[src/design/pll_pkg.sv]
// Shared constants and types for the PLL fabric interface.
package pll_pkg;

    // Reference clock inputs and select width.
    localparam int unsigned REF_COUNT = 4;
    localparam int unsigned SEL_W     = 2;

    // Clock timing.
    localparam int unsigned CLK_PERIOD_NS = 40;

    // Least reset pulse in nanoseconds and in whole cycles (rounded up).
    localparam int unsigned RESET_MIN_NS = 10;
    localparam int unsigned RESET_MIN_CYC_RAW =
        (RESET_MIN_NS + CLK_PERIOD_NS - 1) / CLK_PERIOD_NS;
    localparam int unsigned RESET_MIN_CYC =
        (RESET_MIN_CYC_RAW < 1) ? 1 : RESET_MIN_CYC_RAW;

    // Cycles that the chosen reference must run before reset is released.
    localparam int unsigned REF_SETTLE_CYC = 8;

    // Cycles of steady reference edges before lock is declared.
    localparam int unsigned LOCK_CYC = 16;
    localparam int unsigned CNT_W    = 8;

    // Reference silence in cycles after which lock level is frozen.
    localparam int unsigned REF_GAP_CYC = 6;

    // Divider ranges.
    localparam logic [7:0] MULT_MIN = 8'h01;
    localparam logic [7:0] MULT_MAX = 8'hff;
    localparam logic [3:0] PRE_MIN  = 4'h1;
    localparam logic [3:0] PRE_MAX  = 4'hf;
    localparam logic [8:0] OUT_MIN  = 9'h001;
    localparam logic [8:0] OUT_MAX  = 9'h100;

    // Post divider encodings 1, 2, 4, 8.
    localparam logic [3:0] POST_1 = 4'h1;
    localparam logic [3:0] POST_2 = 4'h2;
    localparam logic [3:0] POST_4 = 4'h4;
    localparam logic [3:0] POST_8 = 4'h8;

    // Output divider values that allow a phase shift.
    localparam logic [8:0] CDIV_2 = 9'h002;
    localparam logic [8:0] CDIV_4 = 9'h004;
    localparam logic [8:0] CDIV_6 = 9'h006;

    // Phase shift codes.
    typedef enum logic [2:0] {
        PH_0, PH_45, PH_90, PH_135, PH_180, PH_270
    } phase_e;

    // Reference source modes.
    typedef enum logic [1:0] {
        SRC_EXTERNAL, SRC_CORE, SRC_DYNAMIC
    } src_mode_e;

    // Feedback modes.
    typedef enum logic [1:0] {
        FB_INTERNAL, FB_LOCAL, FB_CORE
    } fb_mode_e;

    // Fixed-source indices for external pad and core clock.
    localparam logic [1:0] EXT_PAD_IDX  = 2'h0;
    localparam logic [1:0] CORE_CLK_IDX = 2'h3;

endpackage : pll_pkg

[src/design/pll_link_if.sv]
// Interface joining the PLL device end and the controlling fabric end.
`timescale 1ns/1ps
interface pll_link_if;
    import pll_pkg::*;

    logic [REF_COUNT-1:0] ref_clk_in;
    logic [SEL_W-1:0]     ref_clk_select;
    logic                 pll_reset_n;
    logic                 core_feedback_clk;
    logic                 pll_locked;
    logic                 pll_out_clk_a;
    logic                 pll_out_clk_b;
    logic                 pll_out_clk_c;

    // Device end: the PLL model.
    modport device (
        input  ref_clk_in,
        input  ref_clk_select,
        input  pll_reset_n,
        input  core_feedback_clk,
        output pll_locked,
        output pll_out_clk_a,
        output pll_out_clk_b,
        output pll_out_clk_c
    );

    // Fabric end: drives select, reset and feedback, watches lock.
    modport fabric (
        output ref_clk_select,
        output pll_reset_n,
        output core_feedback_clk,
        input  pll_locked,
        input  pll_out_clk_a,
        input  pll_out_clk_b,
        input  pll_out_clk_c
    );
endinterface : pll_link_if

[src/design/pll_device.sv]
// Behavioural PLL device end with configuration checks and lock tracking.
//
// Register access over APB and the register offsets were chosen for this implementation.
`timescale 1ns/1ps
module pll_device
    import pll_pkg::*;
(
    input  wire logic       clk,
    input  wire logic       srst,
    pll_link_if.device      link,
    input  wire src_mode_e  src_mode,
    input  wire fb_mode_e   fb_mode,
    input  wire logic [1:0] fb_select,
    input  wire logic [7:0] mult_m,
    input  wire logic [3:0] pre_n,
    input  wire logic [3:0] post_o,
    input  wire logic [8:0] div_c,
    input  wire logic [2:0] out_enable,
    input  wire phase_e     phase_a,
    output logic            config_ok,
    output logic            phase_aligned,
    output logic [1:0]      active_source
);

    // Synchronisers for every clock arriving on pins.
    logic [REF_COUNT-1:0] ref_s1_ff;
    logic [REF_COUNT-1:0] ref_s2_ff;
    logic [SEL_W-1:0]     sel_s1_ff;
    logic [SEL_W-1:0]     sel_s2_ff;
    logic                 rst_s1_ff;
    logic                 rst_s2_ff;
    logic                 fbk_s1_ff;
    logic                 fbk_s2_ff;

    // Lock tracking state.
    logic                 ref_last_ff;
    logic [CNT_W-1:0]     gap_cnt_ff;
    logic [CNT_W-1:0]     lock_cnt_ff;
    logic                 locked_ff;
    logic [1:0]           src_idx_ff;
    logic [8:0]           div_cnt_ff;
    logic                 out_tog_ff;
    logic                 out_d1_ff;
    logic                 out_d2_ff;
    logic                 aligned_ff;
    logic                 ok_ff;

    logic [1:0]           nxt_src_idx;
    logic                 ref_now;
    logic                 ref_edge;
    logic                 ref_running;
    logic                 post_ok;
    logic                 phase_ok;
    logic                 fb_ok;
    logic                 nxt_ok;

    // Two-flop synchronisers on all link inputs.
    always_ff @(posedge clk) begin
        if (srst) begin
            ref_s1_ff <= '0;
            ref_s2_ff <= '0;
            sel_s1_ff <= '0;
            sel_s2_ff <= '0;
            rst_s1_ff <= 1'b0;
            rst_s2_ff <= 1'b0;
            fbk_s1_ff <= 1'b0;
            fbk_s2_ff <= 1'b0;
        end else begin
            ref_s1_ff <= link.ref_clk_in;
            ref_s2_ff <= ref_s1_ff;
            sel_s1_ff <= link.ref_clk_select;
            sel_s2_ff <= sel_s1_ff;
            rst_s1_ff <= link.pll_reset_n;
            rst_s2_ff <= rst_s1_ff;
            fbk_s1_ff <= link.core_feedback_clk;
            fbk_s2_ff <= fbk_s1_ff;
        end
    end

    // Source index from the configured source mode.
    always_comb begin
        unique case (src_mode)
            SRC_EXTERNAL: nxt_src_idx = EXT_PAD_IDX;
            SRC_CORE:     nxt_src_idx = CORE_CLK_IDX;
            SRC_DYNAMIC:  nxt_src_idx = sel_s2_ff;
            default:      nxt_src_idx = EXT_PAD_IDX;
        endcase
    end

    always_ff @(posedge clk) begin
        if (srst) begin
            src_idx_ff <= '0;
        end else begin
            src_idx_ff <= nxt_src_idx;
        end
    end

    assign ref_now  = ref_s2_ff[src_idx_ff];
    assign ref_edge = ref_now & ~ref_last_ff;
    assign ref_running = (gap_cnt_ff < CNT_W'(REF_GAP_CYC));

    // Watch the chosen reference for edges and for silence.
    always_ff @(posedge clk) begin
        if (srst) begin
            ref_last_ff <= 1'b0;
            gap_cnt_ff  <= CNT_W'(REF_GAP_CYC);
        end else begin
            ref_last_ff <= ref_now;
            if (ref_edge) begin
                gap_cnt_ff <= '0;
            end else if (ref_running) begin
                gap_cnt_ff <= gap_cnt_ff + 1'b1;
            end
        end
    end

    // Divider settings checked against their legal ranges.
    assign post_ok = (post_o == POST_1) || (post_o == POST_2) ||
                     (post_o == POST_4) || (post_o == POST_8);
    always_comb begin
        unique case (phase_a)
            PH_0:    phase_ok = 1'b1;
            PH_45:   phase_ok = (div_c == CDIV_4);
            PH_90:   phase_ok = (div_c == CDIV_2) || (div_c == CDIV_4) ||
                                (div_c == CDIV_6);
            PH_135:  phase_ok = (div_c == CDIV_4);
            PH_180:  phase_ok = (div_c == CDIV_2);
            PH_270:  phase_ok = (div_c == CDIV_2);
            default: phase_ok = 1'b0;
        endcase
    end
    // Core feedback must come from an enabled output clock.
    assign fb_ok = (fb_mode != FB_CORE) ||
                   ((fb_select < 2'h3) && out_enable[fb_select]);
    assign nxt_ok = (mult_m >= MULT_MIN) && (mult_m <= MULT_MAX) &&
                    (pre_n >= PRE_MIN) && (pre_n <= PRE_MAX) && post_ok &&
                    (div_c >= OUT_MIN) && (div_c <= OUT_MAX) &&
                    !(($countones(out_enable) > 1) && (post_o == POST_1)) &&
                    phase_ok && fb_ok;

    always_ff @(posedge clk) begin
        if (srst) begin
            ok_ff <= 1'b0;
        end else begin
            ok_ff <= nxt_ok;
        end
    end

    // Lock: counts steady reference edges while out of reset.
    always_ff @(posedge clk) begin
        if (srst || !rst_s2_ff || !ok_ff) begin
            lock_cnt_ff <= '0;
            locked_ff   <= 1'b0;
        end else if (!ref_running) begin
            lock_cnt_ff <= lock_cnt_ff;
            locked_ff   <= locked_ff;
        end else if (ref_edge && lock_cnt_ff < CNT_W'(LOCK_CYC)) begin
            lock_cnt_ff <= lock_cnt_ff + 1'b1;
        end else if (lock_cnt_ff == CNT_W'(LOCK_CYC)) begin
            locked_ff <= 1'b1;
        end
    end

    // Output divider model running from the reference while locked.
    always_ff @(posedge clk) begin
        if (srst || !locked_ff) begin
            div_cnt_ff <= '0;
            out_tog_ff <= 1'b0;
        end else if (ref_edge) begin
            if (div_cnt_ff + 9'h001 >= div_c) begin
                div_cnt_ff <= '0;
                out_tog_ff <= ~out_tog_ff;
            end else begin
                div_cnt_ff <= div_cnt_ff + 9'h001;
            end
        end
    end

    // Output clock delayed by two flops to match the feedback synchroniser.
    always_ff @(posedge clk) begin
        if (srst) begin
            out_d1_ff <= 1'b0;
            out_d2_ff <= 1'b0;
        end else begin
            out_d1_ff <= out_tog_ff;
            out_d2_ff <= out_d1_ff;
        end
    end

    // Phase alignment claim depends on feedback mode.
    always_ff @(posedge clk) begin
        if (srst) begin
            aligned_ff <= 1'b0;
        end else begin
            unique case (fb_mode)
                FB_INTERNAL: aligned_ff <= 1'b0;
                FB_LOCAL:    aligned_ff <= locked_ff;
                FB_CORE:     aligned_ff <= locked_ff & fb_ok &
                                           (fbk_s2_ff == out_d2_ff);
                default:     aligned_ff <= 1'b0;
            endcase
        end
    end

    // Each output clock gated by its own enable.
    assign link.pll_out_clk_a = out_tog_ff & out_enable[0];
    assign link.pll_out_clk_b = out_tog_ff & out_enable[1];
    assign link.pll_out_clk_c = out_tog_ff & out_enable[2];
    assign link.pll_locked    = locked_ff;
    assign config_ok          = ok_ff;
    assign phase_aligned      = aligned_ff;
    assign active_source      = src_idx_ff;

endmodule : pll_device

[src/flat_wrapper.sv]
// flat-port wrapper written by rule: the top's interface ports become plain ports
module pll_device_flat import pll_pkg::*;
  (clk, srst, src_mode, fb_mode, fb_select, mult_m, pre_n, post_o, div_c, out_enable, phase_a, config_ok, phase_aligned, active_source, link_ref_clk_in, link_ref_clk_select, link_pll_reset_n, link_core_feedback_clk, link_pll_locked, link_pll_out_clk_a, link_pll_out_clk_b, link_pll_out_clk_c);
  pll_link_if link_i ();
  input  wire logic clk;
  input  wire logic srst;
  input  wire src_mode_e src_mode;
  input  wire fb_mode_e fb_mode;
  input  wire logic [1:0] fb_select;
  input  wire logic [7:0] mult_m;
  input  wire logic [3:0] pre_n;
  input  wire logic [3:0] post_o;
  input  wire logic [8:0] div_c;
  input  wire logic [2:0] out_enable;
  input  wire phase_e phase_a;
  output logic config_ok;
  output logic phase_aligned;
  output logic [1:0] active_source;
  input wire logic [$bits(link_i.ref_clk_in)-1:0] link_ref_clk_in;
  input wire logic [$bits(link_i.ref_clk_select)-1:0] link_ref_clk_select;
  input wire logic [$bits(link_i.pll_reset_n)-1:0] link_pll_reset_n;
  input wire logic [$bits(link_i.core_feedback_clk)-1:0] link_core_feedback_clk;
  output wire logic [$bits(link_i.pll_locked)-1:0] link_pll_locked;
  output wire logic [$bits(link_i.pll_out_clk_a)-1:0] link_pll_out_clk_a;
  output wire logic [$bits(link_i.pll_out_clk_b)-1:0] link_pll_out_clk_b;
  output wire logic [$bits(link_i.pll_out_clk_c)-1:0] link_pll_out_clk_c;
  assign link_i.ref_clk_in = link_ref_clk_in;
  assign link_i.ref_clk_select = link_ref_clk_select;
  assign link_i.pll_reset_n = link_pll_reset_n;
  assign link_i.core_feedback_clk = link_core_feedback_clk;
  assign link_pll_locked = link_i.pll_locked;
  assign link_pll_out_clk_a = link_i.pll_out_clk_a;
  assign link_pll_out_clk_b = link_i.pll_out_clk_b;
  assign link_pll_out_clk_c = link_i.pll_out_clk_c;
  pll_device u_core (.clk(clk), .srst(srst), .link(link_i), .src_mode(src_mode), .fb_mode(fb_mode), .fb_select(fb_select), .mult_m(mult_m), .pre_n(pre_n), .post_o(post_o), .div_c(div_c), .out_enable(out_enable), .phase_a(phase_a), .config_ok(config_ok), .phase_aligned(phase_aligned), .active_source(active_source));
endmodule
[config.mk]
export PLATFORM = sky130hd
export DESIGN_NAME = pll_device_flat
export DESIGN_NICKNAME = d
export VERILOG_FILES = /design/src/design/pll_pkg.sv /design/src/design/pll_link_if.sv /design/src/design/pll_device.sv /design/src/flat_wrapper.sv
export SDC_FILE = /design/constraint.sdc
export NUM_CORES = 1
export LEC_CHECK = 0
export ABC_AREA = 1
export ABC_CLOCK_PERIOD_IN_PS = 4990
export BUFFER_PORTS_ARGS = -buffer_cell sky130_fd_sc_hd__buf_2
export CAP_MARGIN = 25
export CORE_UTILIZATION = 25
export CTS_BUF_LIST = sky130_fd_sc_hd__clkbuf_2
export DETAILED_ROUTE_END_ITERATION = 16
export SYNTH_ARGS = -nofsm -noshare
export SYNTH_HDL_FRONTEND = slang
export SYNTH_SLANG_ARGS = --single-unit
[constraint.sdc]
create_clock -name clk -period 4.99 [get_ports clk]
set_input_delay 0.2495 -clock clk [delete_from_list [all_inputs] [get_ports clk]]
set_output_delay 0.2495 -clock clk [all_outputs]
set_load 0.02 [all_outputs]
# Word level (Yosys, flattened, before mapping)
# Cells that the tools add are included.
# totals
inputBits,47
reg_bits,50
output_inout_bits,8
elab_cells,109
# op_classes
reduce_logical,33
n_lt_le_gt_ge,13
mux,10
add_sub_neg,5
eq_ne,19
n_bitwise,9
# op_table
op,n
$add A32 B1 Y32,1
$gt A32 B2 Y1 const B,1
$eq A9 B3 Y1 const B,2
$add A8 B1 Y8 const B,2
$logic_and A1 B1 Y1,12
$add A9 B1 Y9 const B,1
$eq A9 B2 Y1 const B,1
$ge A9 B1 Y1 const B,1
$ge A9 B9 Y1,1
$le A9 B9 Y1 const B,1
$logic_or A1 B1 Y1,9
$mux W9,1
$eq A8 B5 Y1 const B,1
$ge A8 B1 Y1 const B,1
$le A8 B8 Y1 const B,1
$lt A8 B3 Y1 const B,1
$lt A8 B5 Y1 const B,1
$and A1 B1 Y1,6
$eq A3 B2 Y1 const B,2
$eq A3 B3 Y1 const B,2
$lt A2 B3 Y1 const B,2
$mux W3,2
$reduce_or A2 Y1,3
$bmux W1 S2,2
other kinds (23),32

# Depth between registers and ports, before layout
# Gate-level depths: netlist of the first run.
# depth
ltp_word,10
ltp_mapped,15
ltp_nobuf,15

# Least setup slack after synthesis of the first run
# No wires, ideal clock.
# synth_timing
kind,flip-flop to flip-flop
from,reg u_core.div_cnt_ff[0]
to,reg u_core.div_cnt_ff[4]
t_required_ns,4.873
t_arrival_ns,1.859
setup_slack_ns,3.014
path_stages_with_launch,15
path_cell_list,dfxtp_1 ha_1 nand3_1 nor2_1 nand3_1 nand2_1 inv_1 ha_1 nand2_1 nor2_1 nand3_1 nand4_1 nand2_1 nand2_2 nor2_1
# synth_via
elab_chain_cells,3
# synth_lines
element,line,source
from (decl),pll_device.sv:41,logic [8:0] div_cnt_ff;
from (signal assigned),pll_device.sv:174,div_cnt_ff <= div_cnt_ff + 9'h001;
$add A9 B1 Y9 (*),"pll_device.sv:170, pll_device.sv:174",
$ge A9 B9 Y1,pll_device.sv:170,if (div_cnt_ff + 9'h001 >= div_c) begin
$mux W9 (*),pll_device.sv:170,
# Every way passes the cells marked *; elsewhere a longest branch is shown, timed or not.
# A chain may end at the register's enable or synchronous reset.

# Final worst setup path of the first run
# layout_timing
from,reg u_core.div_cnt_ff[0]
to,reg u_core.div_cnt_ff[2]
# Same word-level chain as after synthesis.

==> results of run 1 <==
## area by class of cell
class	count	area share, %
tap	133	5.316
clock buffer	6	0.9592
multi-input combinational	235	39.49
sequential	50	31.97
inverter	85	10.19
clock inverter	2	1.199
timing repair buffer	61	10.87
## sequential cells by signal (all words and copies together), names as in the netlist
| register | cells |
|---|---|
| u_core.div_cnt_ff | 9 |
| u_core.lock_cnt_ff | 8 |
| u_core.out_tog_ff | 1 |
| u_core.sel_s1_ff | 2 |
| u_core.fbk_s1_ff | 1 |
| u_core.out_d2_ff | 1 |
| u_core.out_d1_ff | 1 |
| u_core.gap_cnt_ff | 8 |
| u_core.config_ok | 1 |
| u_core.ref_s2_ff | 4 |
| u_core.active_source | 2 |
| u_core.phase_aligned | 1 |
| u_core.ref_last_ff | 1 |
| u_core.rst_s2_ff | 1 |
| u_core.link.pll_locked | 1 |
| u_core.fbk_s2_ff | 1 |
| u_core.rst_s1_ff | 1 |
| u_core.sel_s2_ff | 2 |
| u_core.ref_s1_ff | 4 |
## placed cells by master (no fill, tap or decap), drive strengths merged, types with 5 or more instances in the layout
cell,instances
a21oi,13
nand3,25
ha,18
dlygate4sd3,7
o21ai,12
nand2,74
dfxtp,50
inv,85
nor2,65
nor3,5
buf,54
clkbuf,6
## cell families after synthesis
logic type,count (synthesis),share of synthesized area [%]
AO/OA/AOI/OAI,32,6.766
AND/OR/NAND/NOR,178,29.92
flip-flops,50,38.67
adder cells (fa/ha/maj),18,8.700
XOR/XNOR,7,2.368
buffers and inverters,90,13.58
## power by group through the flow
stage / combinational [W] / sequential, W / clock (W)
after floorplan: 0.0000791 / 0.000430 / 0
after global placement: 0.000110 / 0.000430 / 0
after detailed placement: 0.000113 / 0.000431 / 0
after CTS: 0.000116 / 0.000423 / 0.000217
after global routing: 0.000133 / 0.000425 / 0.000234
final: 0.000116 / 0.000423 / 0.000208
## critical path, stage by stage, from the launching register on
cell and delay (ns):
sky130_fd_sc_hd__dfxtp_1 0.46, sky130_fd_sc_hd__ha_1 0.20, sky130_fd_sc_hd__nand3_1 0.15, sky130_fd_sc_hd__nor2_1 0.19
sky130_fd_sc_hd__nand3_1 0.09, sky130_fd_sc_hd__nand2_1 0.10, sky130_fd_sc_hd__inv_1 0.05, sky130_fd_sc_hd__ha_1 0.30
sky130_fd_sc_hd__nand2_1 0.06, sky130_fd_sc_hd__nor2_1 0.11, sky130_fd_sc_hd__nand3_1 0.08, sky130_fd_sc_hd__nand4_1 0.14
sky130_fd_sc_hd__nand2_1 0.08, sky130_fd_sc_hd__nand2_2 0.18, sky130_fd_sc_hd__nor2_1 0.06
## worst max-delay path by stage
stage	end	slack [ns]	cells past startpoint
after floorplan	u_core.div_cnt_ff[4]	3.01	14
after global routing	u_core.div_cnt_ff[7]	2.35	14
after CTS	u_core.div_cnt_ff[2]	2.65	14
after global placement	u_core.div_cnt_ff[5]	2.83	14
final	u_core.div_cnt_ff[2]	2.64	14
after detailed placement	u_core.div_cnt_ff[0]	2.71	14
## routing by layer
| layer | routed length [microns] | vias up | global-route usage, % |
|---|---|---|---|
| met5 | 0 | - | 0 |
| met2 | 2390 | 45 | 17.79 |
| met1 | 2393 | 1023 | 11.43 |
| li1 | - | 1261 | - |
| met4 | 18 | 0 | 2.653 |
| met3 | 166 | 2 | 2.077 |
## through the flow
step / std cells / hold WS (ns) / instance area (sq um) / utilization (%) / setup WS [ns]
2_1_floorplan: 375 / 0.3565 / 2589 / - / 3.014
3_3_place_gp: 557 / 0.3907 / 2993 / 30.20 / 2.834
3_5_place_dp: 557 / 0.3928 / 2993 / 30.20 / 2.710
4_1_cts: 570 / 0.0003418 / 3110 / 31.39 / 2.650
5_1_grt: 572 / 0.005746 / 3131 / 31.59 / 2.355
6_report: 572 / 0.03558 / 3131 / 31.59 / 2.640
==> results.md, run 1 <==
* Most frequently used flop master after synthesis: sky130_fd_sc_hd__dfxtp_1
* Area Overhead vs Synth at 20.93%
* Maximum ir drop on the vdd rail at 0.0001825 V
* Num CTS Buffers at 5
* PnR Total Power at 0.0007460 W
* Register bit count reported by yosys at 50
* Setup clock skew after layout at 0.03054 ns
* Mapped Cells at 375
* CTS tree: yes
* Part of the Yosys area used for sequential elements at 38.67%
* WP data arrival at 2.67 ns
* Floorplan die width at 103.8 microns
* Area occupied by multi-input gates at 1236 sq um
* Global-route wire length before repair at 8901 microns
* Initial antenna violation count at 0
* Number of setup violations in the final report at 0
* Die Outline Area at 10,770 sq um
* Congestion Overflow GR at 0
* Share of total power in sequential cells at 56.6%
* Clk sink count at 50
* Result of the run: completed
* Count of maximum capacitance violations at 0
* Final hold viol count at 0
* Total negative setup slack at 0 ns
* Switch Pwr at 0.0001924 W
* Clock share of power at 27.8%
* Number of pins with negative max-slew slack in the final report at 0
* Number of top-level pins at 55
* Post-synth top area cell: sky130_fd_sc_hd__dfxtp_1
* PwrDens at 238.3 nW/um^2
* Vias in the first global route at 2,199
* Leading cell types by count after synthesis: sky130_fd_sc_hd__inv_1 (83), sky130_fd_sc_hd__nand2_1 (71), sky130_fd_sc_hd__nor2_1 (63)
* Pin count of the biggest net entering global routing at 22
* Global-route total usage across every layer at 9.738%
* Library cell used as clock root buffer: sky130_fd_sc_hd__clkbuf_2
* Most frequent cell after synthesis: sky130_fd_sc_hd__inv_1
* Critical R2R Capture: u_core.div_cnt_ff[2]
* Crit-path max FO at 9
* Post-cts sizing count at 0
* Fill count at 1,111
* Total half-perimeter wirelength after legalization and detailed placement at 3944 microns
* Max_slew headroom at 67.98%
* Number of flops mapped to enable cells by yosys at 0
* Synth top area cells: sky130_fd_sc_hd__dfxtp_1 (39%), sky130_fd_sc_hd__inv_1 (12%), sky130_fd_sc_hd__nand2_1 (10%), sky130_fd_sc_hd__nor2_1 (9.1%), sky130_fd_sc_hd__ha_1 (8.7%)
* Worst-Skew Late Latency at 0.41 ns
* Violation count after the first detailed-route iteration at 43
* Post-layout minimum cycle time at 2.350 ns
* DRT Wirelength at 4968 microns
* Worst min-delay path category: in -> reg
* Maximum clock path buffer count at 2
* FP Rows at 36
* Transition time at the pin with the least slew margin at 0.4791 ns
* Share of power burned in combinational logic at 15.5%
* Number of buffers inserted to repair setup after CTS at 0
* Ratio of final minimum period to clock period at 47.09%
* Post-Syn Area at 2589 sq um
* Number of nets in the layout at 503
* Starting density of the core at 26.12%
* Count of cells along the worst register-to-register path at 14
* Critical Path Source: u_core.div_cnt_ff[0]
* Port Buf Inserts at 54
* Hold_sp: link_core_feedback_clk
* Total via count after detailed routing at 2,331
* Sw Ratio at 25.79%
* Async set-reset flop share out of synthesis at 0%
* Depth of the CTS H-tree at 2
* Class of the most critical setup path: reg -> reg
* Sort of element at the start of the critical path: flip-flop
* Number of search-and-repair iterations in the first detailed-routing pass at 4
* Worst r2r src: u_core.div_cnt_ff[0]
* Number of distinct standard cells referenced by the synthesized netlist at 31
* Endpoint, Worst Hold: u_core.fbk_s1_ff
* Post-CTS clock slew at the launch and capture registers of the worst setup and hold paths at 0.25 ns
* Detailed-route vias per instance at 4.075
* Post-CTS Hold Fix Bufs at 5
* Number of cells on the worst hold path at 3
* Register-to-register setup slack at 2.64 ns
* Final estimated routing congestion in global placement at 0.7833
* Storage element area at 1001 sq um
* Data required, critical path at 5.31 ns
* Avg Synthesized Cell Area at 6.903 sq um
* YS warnings at 0
* Max frequency at 425.6 MHz
* Unrepaired setup endpoints after global routing: no
* Final antenna diode count at 0
* Net count after synthesis at 440
* Pint at 0.0005537 W
* Leak pwr at 1.617 nW
* Core footprint at 9910 sq um
* Residual DRC at 0
* Worst setup EP type: flip-flop
* Antenna-violating nets left at 0
* Post-detailed-route wirelength per cell at 8.685 microns
* Height of the die at 103.8 microns
* Area share of the largest cell type after synthesis at 38.67%
* Share of cells above drive strength 1 at 16.40%
Note: power is estimated with default switching activity, not from simulation.
==> inputs of run 2 (changes only) <==
--- a/config.mk
+++ b/config.mk
@@ -5,8 +5,8 @@
 export SDC_FILE = /design/constraint.sdc
 export NUM_CORES = 1
 export LEC_CHECK = 0
-export ABC_AREA = 1
-export ABC_CLOCK_PERIOD_IN_PS = 4990
+export ABC_AREA = 0
+export ABC_CLOCK_PERIOD_IN_PS = 2400
 export BUFFER_PORTS_ARGS = -buffer_cell sky130_fd_sc_hd__buf_2
 export CAP_MARGIN = 25
 export CORE_UTILIZATION = 25
==> constraint.sdc (replaced) <==
create_clock -name clk -period 2.4 [get_ports clk]
set_input_delay 0.12 -clock clk [delete_from_list [all_inputs] [get_ports clk]]
set_output_delay 0.12 -clock clk [all_outputs]
set_load 0.02 [all_outputs]
==> run 2 against run 1 <==
Against the previous run: the run now ends with setup timing left; first-iteration DRC count increased by 33%; cell count is 16% lower; flip-flop and latch count unchanged; wire length increased by 5.4%; area after synthesis decreased by 6.1%; die area shrank 6.0%; global-route usage up 1.3 points; critical endpoint is now u_core.div_cnt_ff[1]; largest cell class unchanged.
==> results.md, run 2 <==
* Mapped Cells at 264 (-30%)
* Setup clock skew after layout at 0.01748 ns (-0.01305 ns)
* Critical R2R Capture: u_core.div_cnt_ff[1]
* FP Rows at 35 (-2.8%)
* Max frequency at 395.7 MHz (-7.0%)
* Global-route wire length before repair at 8859 microns (-0.47%)
* Number of flops mapped to enable cells by yosys at 0 (unchanged)
* Residual DRC at 0 (unchanged)
* Core footprint at 9328 sq um (-5.9%)
* Antenna-violating nets left at 0 (unchanged)
* Final instance count without filler cells at 482 (-16%)
* Die Outline Area at 10,120 sq um (-6.0%)
* PwrDens at 417.7 nW/um^2 (+75%)
* Count of cells along the worst register-to-register path at 12 (-2)
* Post-layout minimum cycle time at 2.527 ns (+0.1776 ns)
* Leak pwr at 1.365 nW (-16%)
* Post-Syn Area at 2431 sq um (-6.1%)
* Result of the run: finished with violations
* Floorplan die width at 100.6 microns (-3.0%)
* Maximum ir drop on the vdd rail at 0.0003452 V (+89%)
* Pin count of the biggest net entering global routing at 30 (+36%)
* Number of search-and-repair iterations in the first detailed-routing pass at 4 (unchanged)
* Post-detailed-route wirelength per cell at 10.86 microns (+25%)
* Async set-reset flop share out of synthesis at 0% (unchanged)
* Most common cell after layout, fill and taps aside: sky130_fd_sc_hd__buf_2
* Worst Setup Slack, final at -0.1275 ns (-2.768 ns)
* Class of the most critical setup path: reg -> reg
* Net count after synthesis at 329 (-25%)
* Count of maximum capacitance violations at 0 (unchanged)
* Critical path, cell by cell: ha_4 -> nand3_4 -> or3_4 -> xnor2_2 -> ha_1 -> nand4_1 -> nor2_2 -> a211oi_4 -> buf_6 -> buf_4 -> nand3_1 -> a21oi_1
* Number of cells on the worst hold path at 4 (+1)
* Post-synth top area cell: sky130_fd_sc_hd__dfxtp_1
* Number of top-level pins at 55 (unchanged)
* Synth top area cells: sky130_fd_sc_hd__dfxtp_1 (41%), sky130_fd_sc_hd__ha_1 (9.3%), sky130_fd_sc_hd__nor2b_1 (5.1%), sky130_fd_sc_hd__nand2_1 (3.2%), sky130_fd_sc_hd__xnor2_1 (3.2%)
* Detailed-route vias per instance at 4.378 (+7.4%)
* Most frequently used flop master after synthesis: sky130_fd_sc_hd__dfxtp_1
* Critical Path Source: u_core.div_cnt_ff[0]
* Ratio of final minimum period to clock period at 105.3% (+58 points)
* Max_slew headroom at 59.99% (-8.0 points)
* Crit-path max FO at 7 (-2)
* Congestion Overflow GR at 0 (unchanged)
* DRT Wirelength at 5236 microns (+5.4%)
* Area occupied by multi-input gates at 1420 sq um (+15%)
* Area share of the largest cell type after synthesis at 41.17% (+2.5 points)
* Unrepaired setup endpoints after global routing: yes
* Hold_sp: fb_mode[0]
* CTS tree: yes
* Maximum clock path buffer count at 2 (unchanged)
* Global-route total usage across every layer at 11.03% (+1.3 points)
* Final hold viol count at 0 (unchanged)
* Endpoint, Worst Hold: u_core.phase_aligned
* Number of nets in the layout at 418 (-17%)
* Avg Synthesized Cell Area at 9.209 sq um (+33%)
* Vias in the first global route at 2,072 (-5.8%)
* YS warnings at 0 (unchanged)
* Critical Path Slowest Stage Cell: sky130_fd_sc_hd__dfxtp_4
* Largest stage delay, worst path at 0.42 ns (-0.04 ns)
* Highest-count cells in the layout ignoring fill and taps: sky130_fd_sc_hd__buf_2 (54), sky130_fd_sc_hd__dfxtp_1 (47), sky130_fd_sc_hd__buf_4 (23)
* Failing checks: setup timing
* Area Overhead vs Synth at 34.89%
* Largest register by flop count: u_core.div_cnt_ff
* Number of pins with negative max-slew slack in the final report at 0 (unchanged)
* Most frequent cell after synthesis: sky130_fd_sc_hd__dfxtp_1
* Final estimated routing congestion in global placement at 0.8261 (+5.5%)
* WP data arrival at 2.89 ns (+0.22 ns)
* Total via count after detailed routing at 2,110 (-9.5%)
* Storage element area at 1007 sq um (+0.63%)
* Depth of the CTS H-tree at 2 (unchanged)
* Number of setup violations in the final report at 10 (+10)
* Post-CTS clock slew at the launch and capture registers of the worst setup and hold paths at 0.23 ns (-0.02 ns)
* Share of cells above drive strength 1 at 33.71% (+17 points)
* Register bit count reported by yosys at 50 (unchanged)
* Number of distinct standard cells referenced by the synthesized netlist at 48 (+55%)
* Total half-perimeter wirelength after legalization and detailed placement at 3779 microns (-4.2%)
* Worst min-delay path category: in -> reg
* Final antenna diode count at 0 (unchanged)
* Library cell used as clock root buffer: sky130_fd_sc_hd__clkbuf_2
* Num CTS Buffers at 5 (unchanged)
* Starting density of the core at 26.06% (-0.061 points)
* Worst setup EP type: flip-flop
* Transition time at the pin with the least slew margin at 0.6002 ns (+0.1211 ns)
* Placement Setup Slack at -0.04169 ns (-2.752 ns)
* Port Buf Inserts at 54 (unchanged)
* Register-to-register setup slack at -0.13 ns (-2.77 ns)
* Violation count after the first detailed-route iteration at 57 (+33%)
* Leading cell types by count after synthesis: sky130_fd_sc_hd__dfxtp_1 (50), sky130_fd_sc_hd__nand2_1 (21), sky130_fd_sc_hd__nor2b_1 (20)
* Clk sink count at 50 (unchanged)
* Flip-flop count of the largest register after layout at 9 (unchanged)
* Worst-Skew Late Latency at 0.41 ns (about the same)
* WHS at 0.03079 ns (-0.004785 ns)
* Fill count at 945 (-15%)
* Placed instance count at 452 (-19%)
* Sort of element at the start of the critical path: flip-flop
* Data required, critical path at 2.76 ns (-2.55 ns)
* Height of the die at 100.6 microns (-3.0%)
* Initial antenna violation count at 0 (unchanged)
* Part of the Yosys area used for sequential elements at 41.17% (+2.5 points)
* Worst r2r src: u_core.div_cnt_ff[0]
* Largest registers: u_core.div_cnt_ff: 9 flops, u_core.gap_cnt_ff: 8 flops, u_core.lock_cnt_ff: 8 flops
-- run 2: cell count changes in the layout (fill, tap and decap cells not counted), moves of 8 or more --
cell                      before  now
sky130_fd_sc_hd__inv_1        83   15
sky130_fd_sc_hd__nand2_1      71   19
sky130_fd_sc_hd__nor2_1       63   13
sky130_fd_sc_hd__buf_4         0   23
sky130_fd_sc_hd__nor2b_1       0   20
sky130_fd_sc_hd__nand3_1      23    7
sky130_fd_sc_hd__and2_1        1   11
sky130_fd_sc_hd__a31oi_1       0    8
-- run 2: how the worst max path moves through the flow --
stage	end	slack, ns	depth (start not counted)
after detailed placement	u_core.div_cnt_ff[2]	-0.04	11
after global placement	u_core.div_cnt_ff[2]	0.04	11
after floorplan	u_core.div_cnt_ff[2]	0.03	11
final	u_core.div_cnt_ff[1]	-0.13	12
after global routing	u_core.div_cnt_ff[2]	-0.30	11
after CTS	u_core.div_cnt_ff[5]	-0.09	11
-- run 2: worst max-delay path: cells and delay by family (launching register included) --
family | cells | cell delay, ns
xor+xnor | 1 | 0.14
flops | 1 | 0.42
fa+ha+maj | 2 | 0.47
buf+inv | 2 | 0.28
compound gates | 2 | 0.48
simple gates | 5 | 0.69
-- run 2: layer usage --
layer / part of all wire (%) / GRT usage, % / vias to the layer above
li1: - / - / 1095
met1: 44 / 12.86 / 962
met2: 51 / 19.92 / 40
met3: 3.1 / 1.942 / 13
met4: 2.1 / 4.459 / 0
met5: 0 / 0 / -
-- run 2: power breakdown --
part | total (W) | internal (W) | switching (W)
Clock | 0.000320 | 0.0000758 | 0.000244
Combinational | 0.000185 | 0.0000968 | 0.0000882
Sequential | 0.000865 | 0.000855 | 0.0000103
-- run 2: kinds of logic (layout without fill, tap and decap cells) --
| group | count (synthesis) | count (layout) | synth area share (%) |
|---|---|---|---|
| multiplexers | 5 | 5 | 2.573 |
| adder cells (fa/ha/maj) | 18 | 18 | 9.264 |
| AND/OR/NAND/NOR | 113 | 113 | 25.94 |
| buffers and inverters | 25 | 114 | 4.837 |
| XOR/XNOR | 13 | 13 | 4.684 |
| flip-flops | 50 | 50 | 41.17 |
| AO/OA/AOI/OAI | 40 | 40 | 11.53 |
-- run 2: area by class of cell --
| cell class | instances | share of cell area, % |
|---|---|---|
| multi-input cells | 189 | 43.30 |
| flip-flops and latches | 50 | 30.71 |
| repair buffers | 92 | 18.28 |
| well taps | 129 | 4.922 |
| inverters | 15 | 1.717 |
| clock buffers | 7 | 1.068 |
-- run 2: repair_timing --
item	4_1_cts	5_1_grt
gates cloned	0	0
pin swaps	21	7
resized for setup	17	7
hold buffers	10	0
endpoints found under the setup margin	10	10
buffers inserted	11	2
endpoints found under the hold margin	11	0
-- run 2: stage by stage --
stage | area, sq um | total power [W] | setup TNS, ns | util (%)
after CTS | 3233 | 0.001387 | -0.5154 | 34.66
after detailed placement | 2957 | 0.001053 | -0.1112 | 31.70
after floorplan | 2475 | 0.0009912 | 0 | -
after global routing | 3279 | 0.001442 | -2.286 | 35.16
final | 3279 | 0.001370 | -0.6811 | 35.16
after global placement | 2957 | 0.001046 | 0 | 31.70
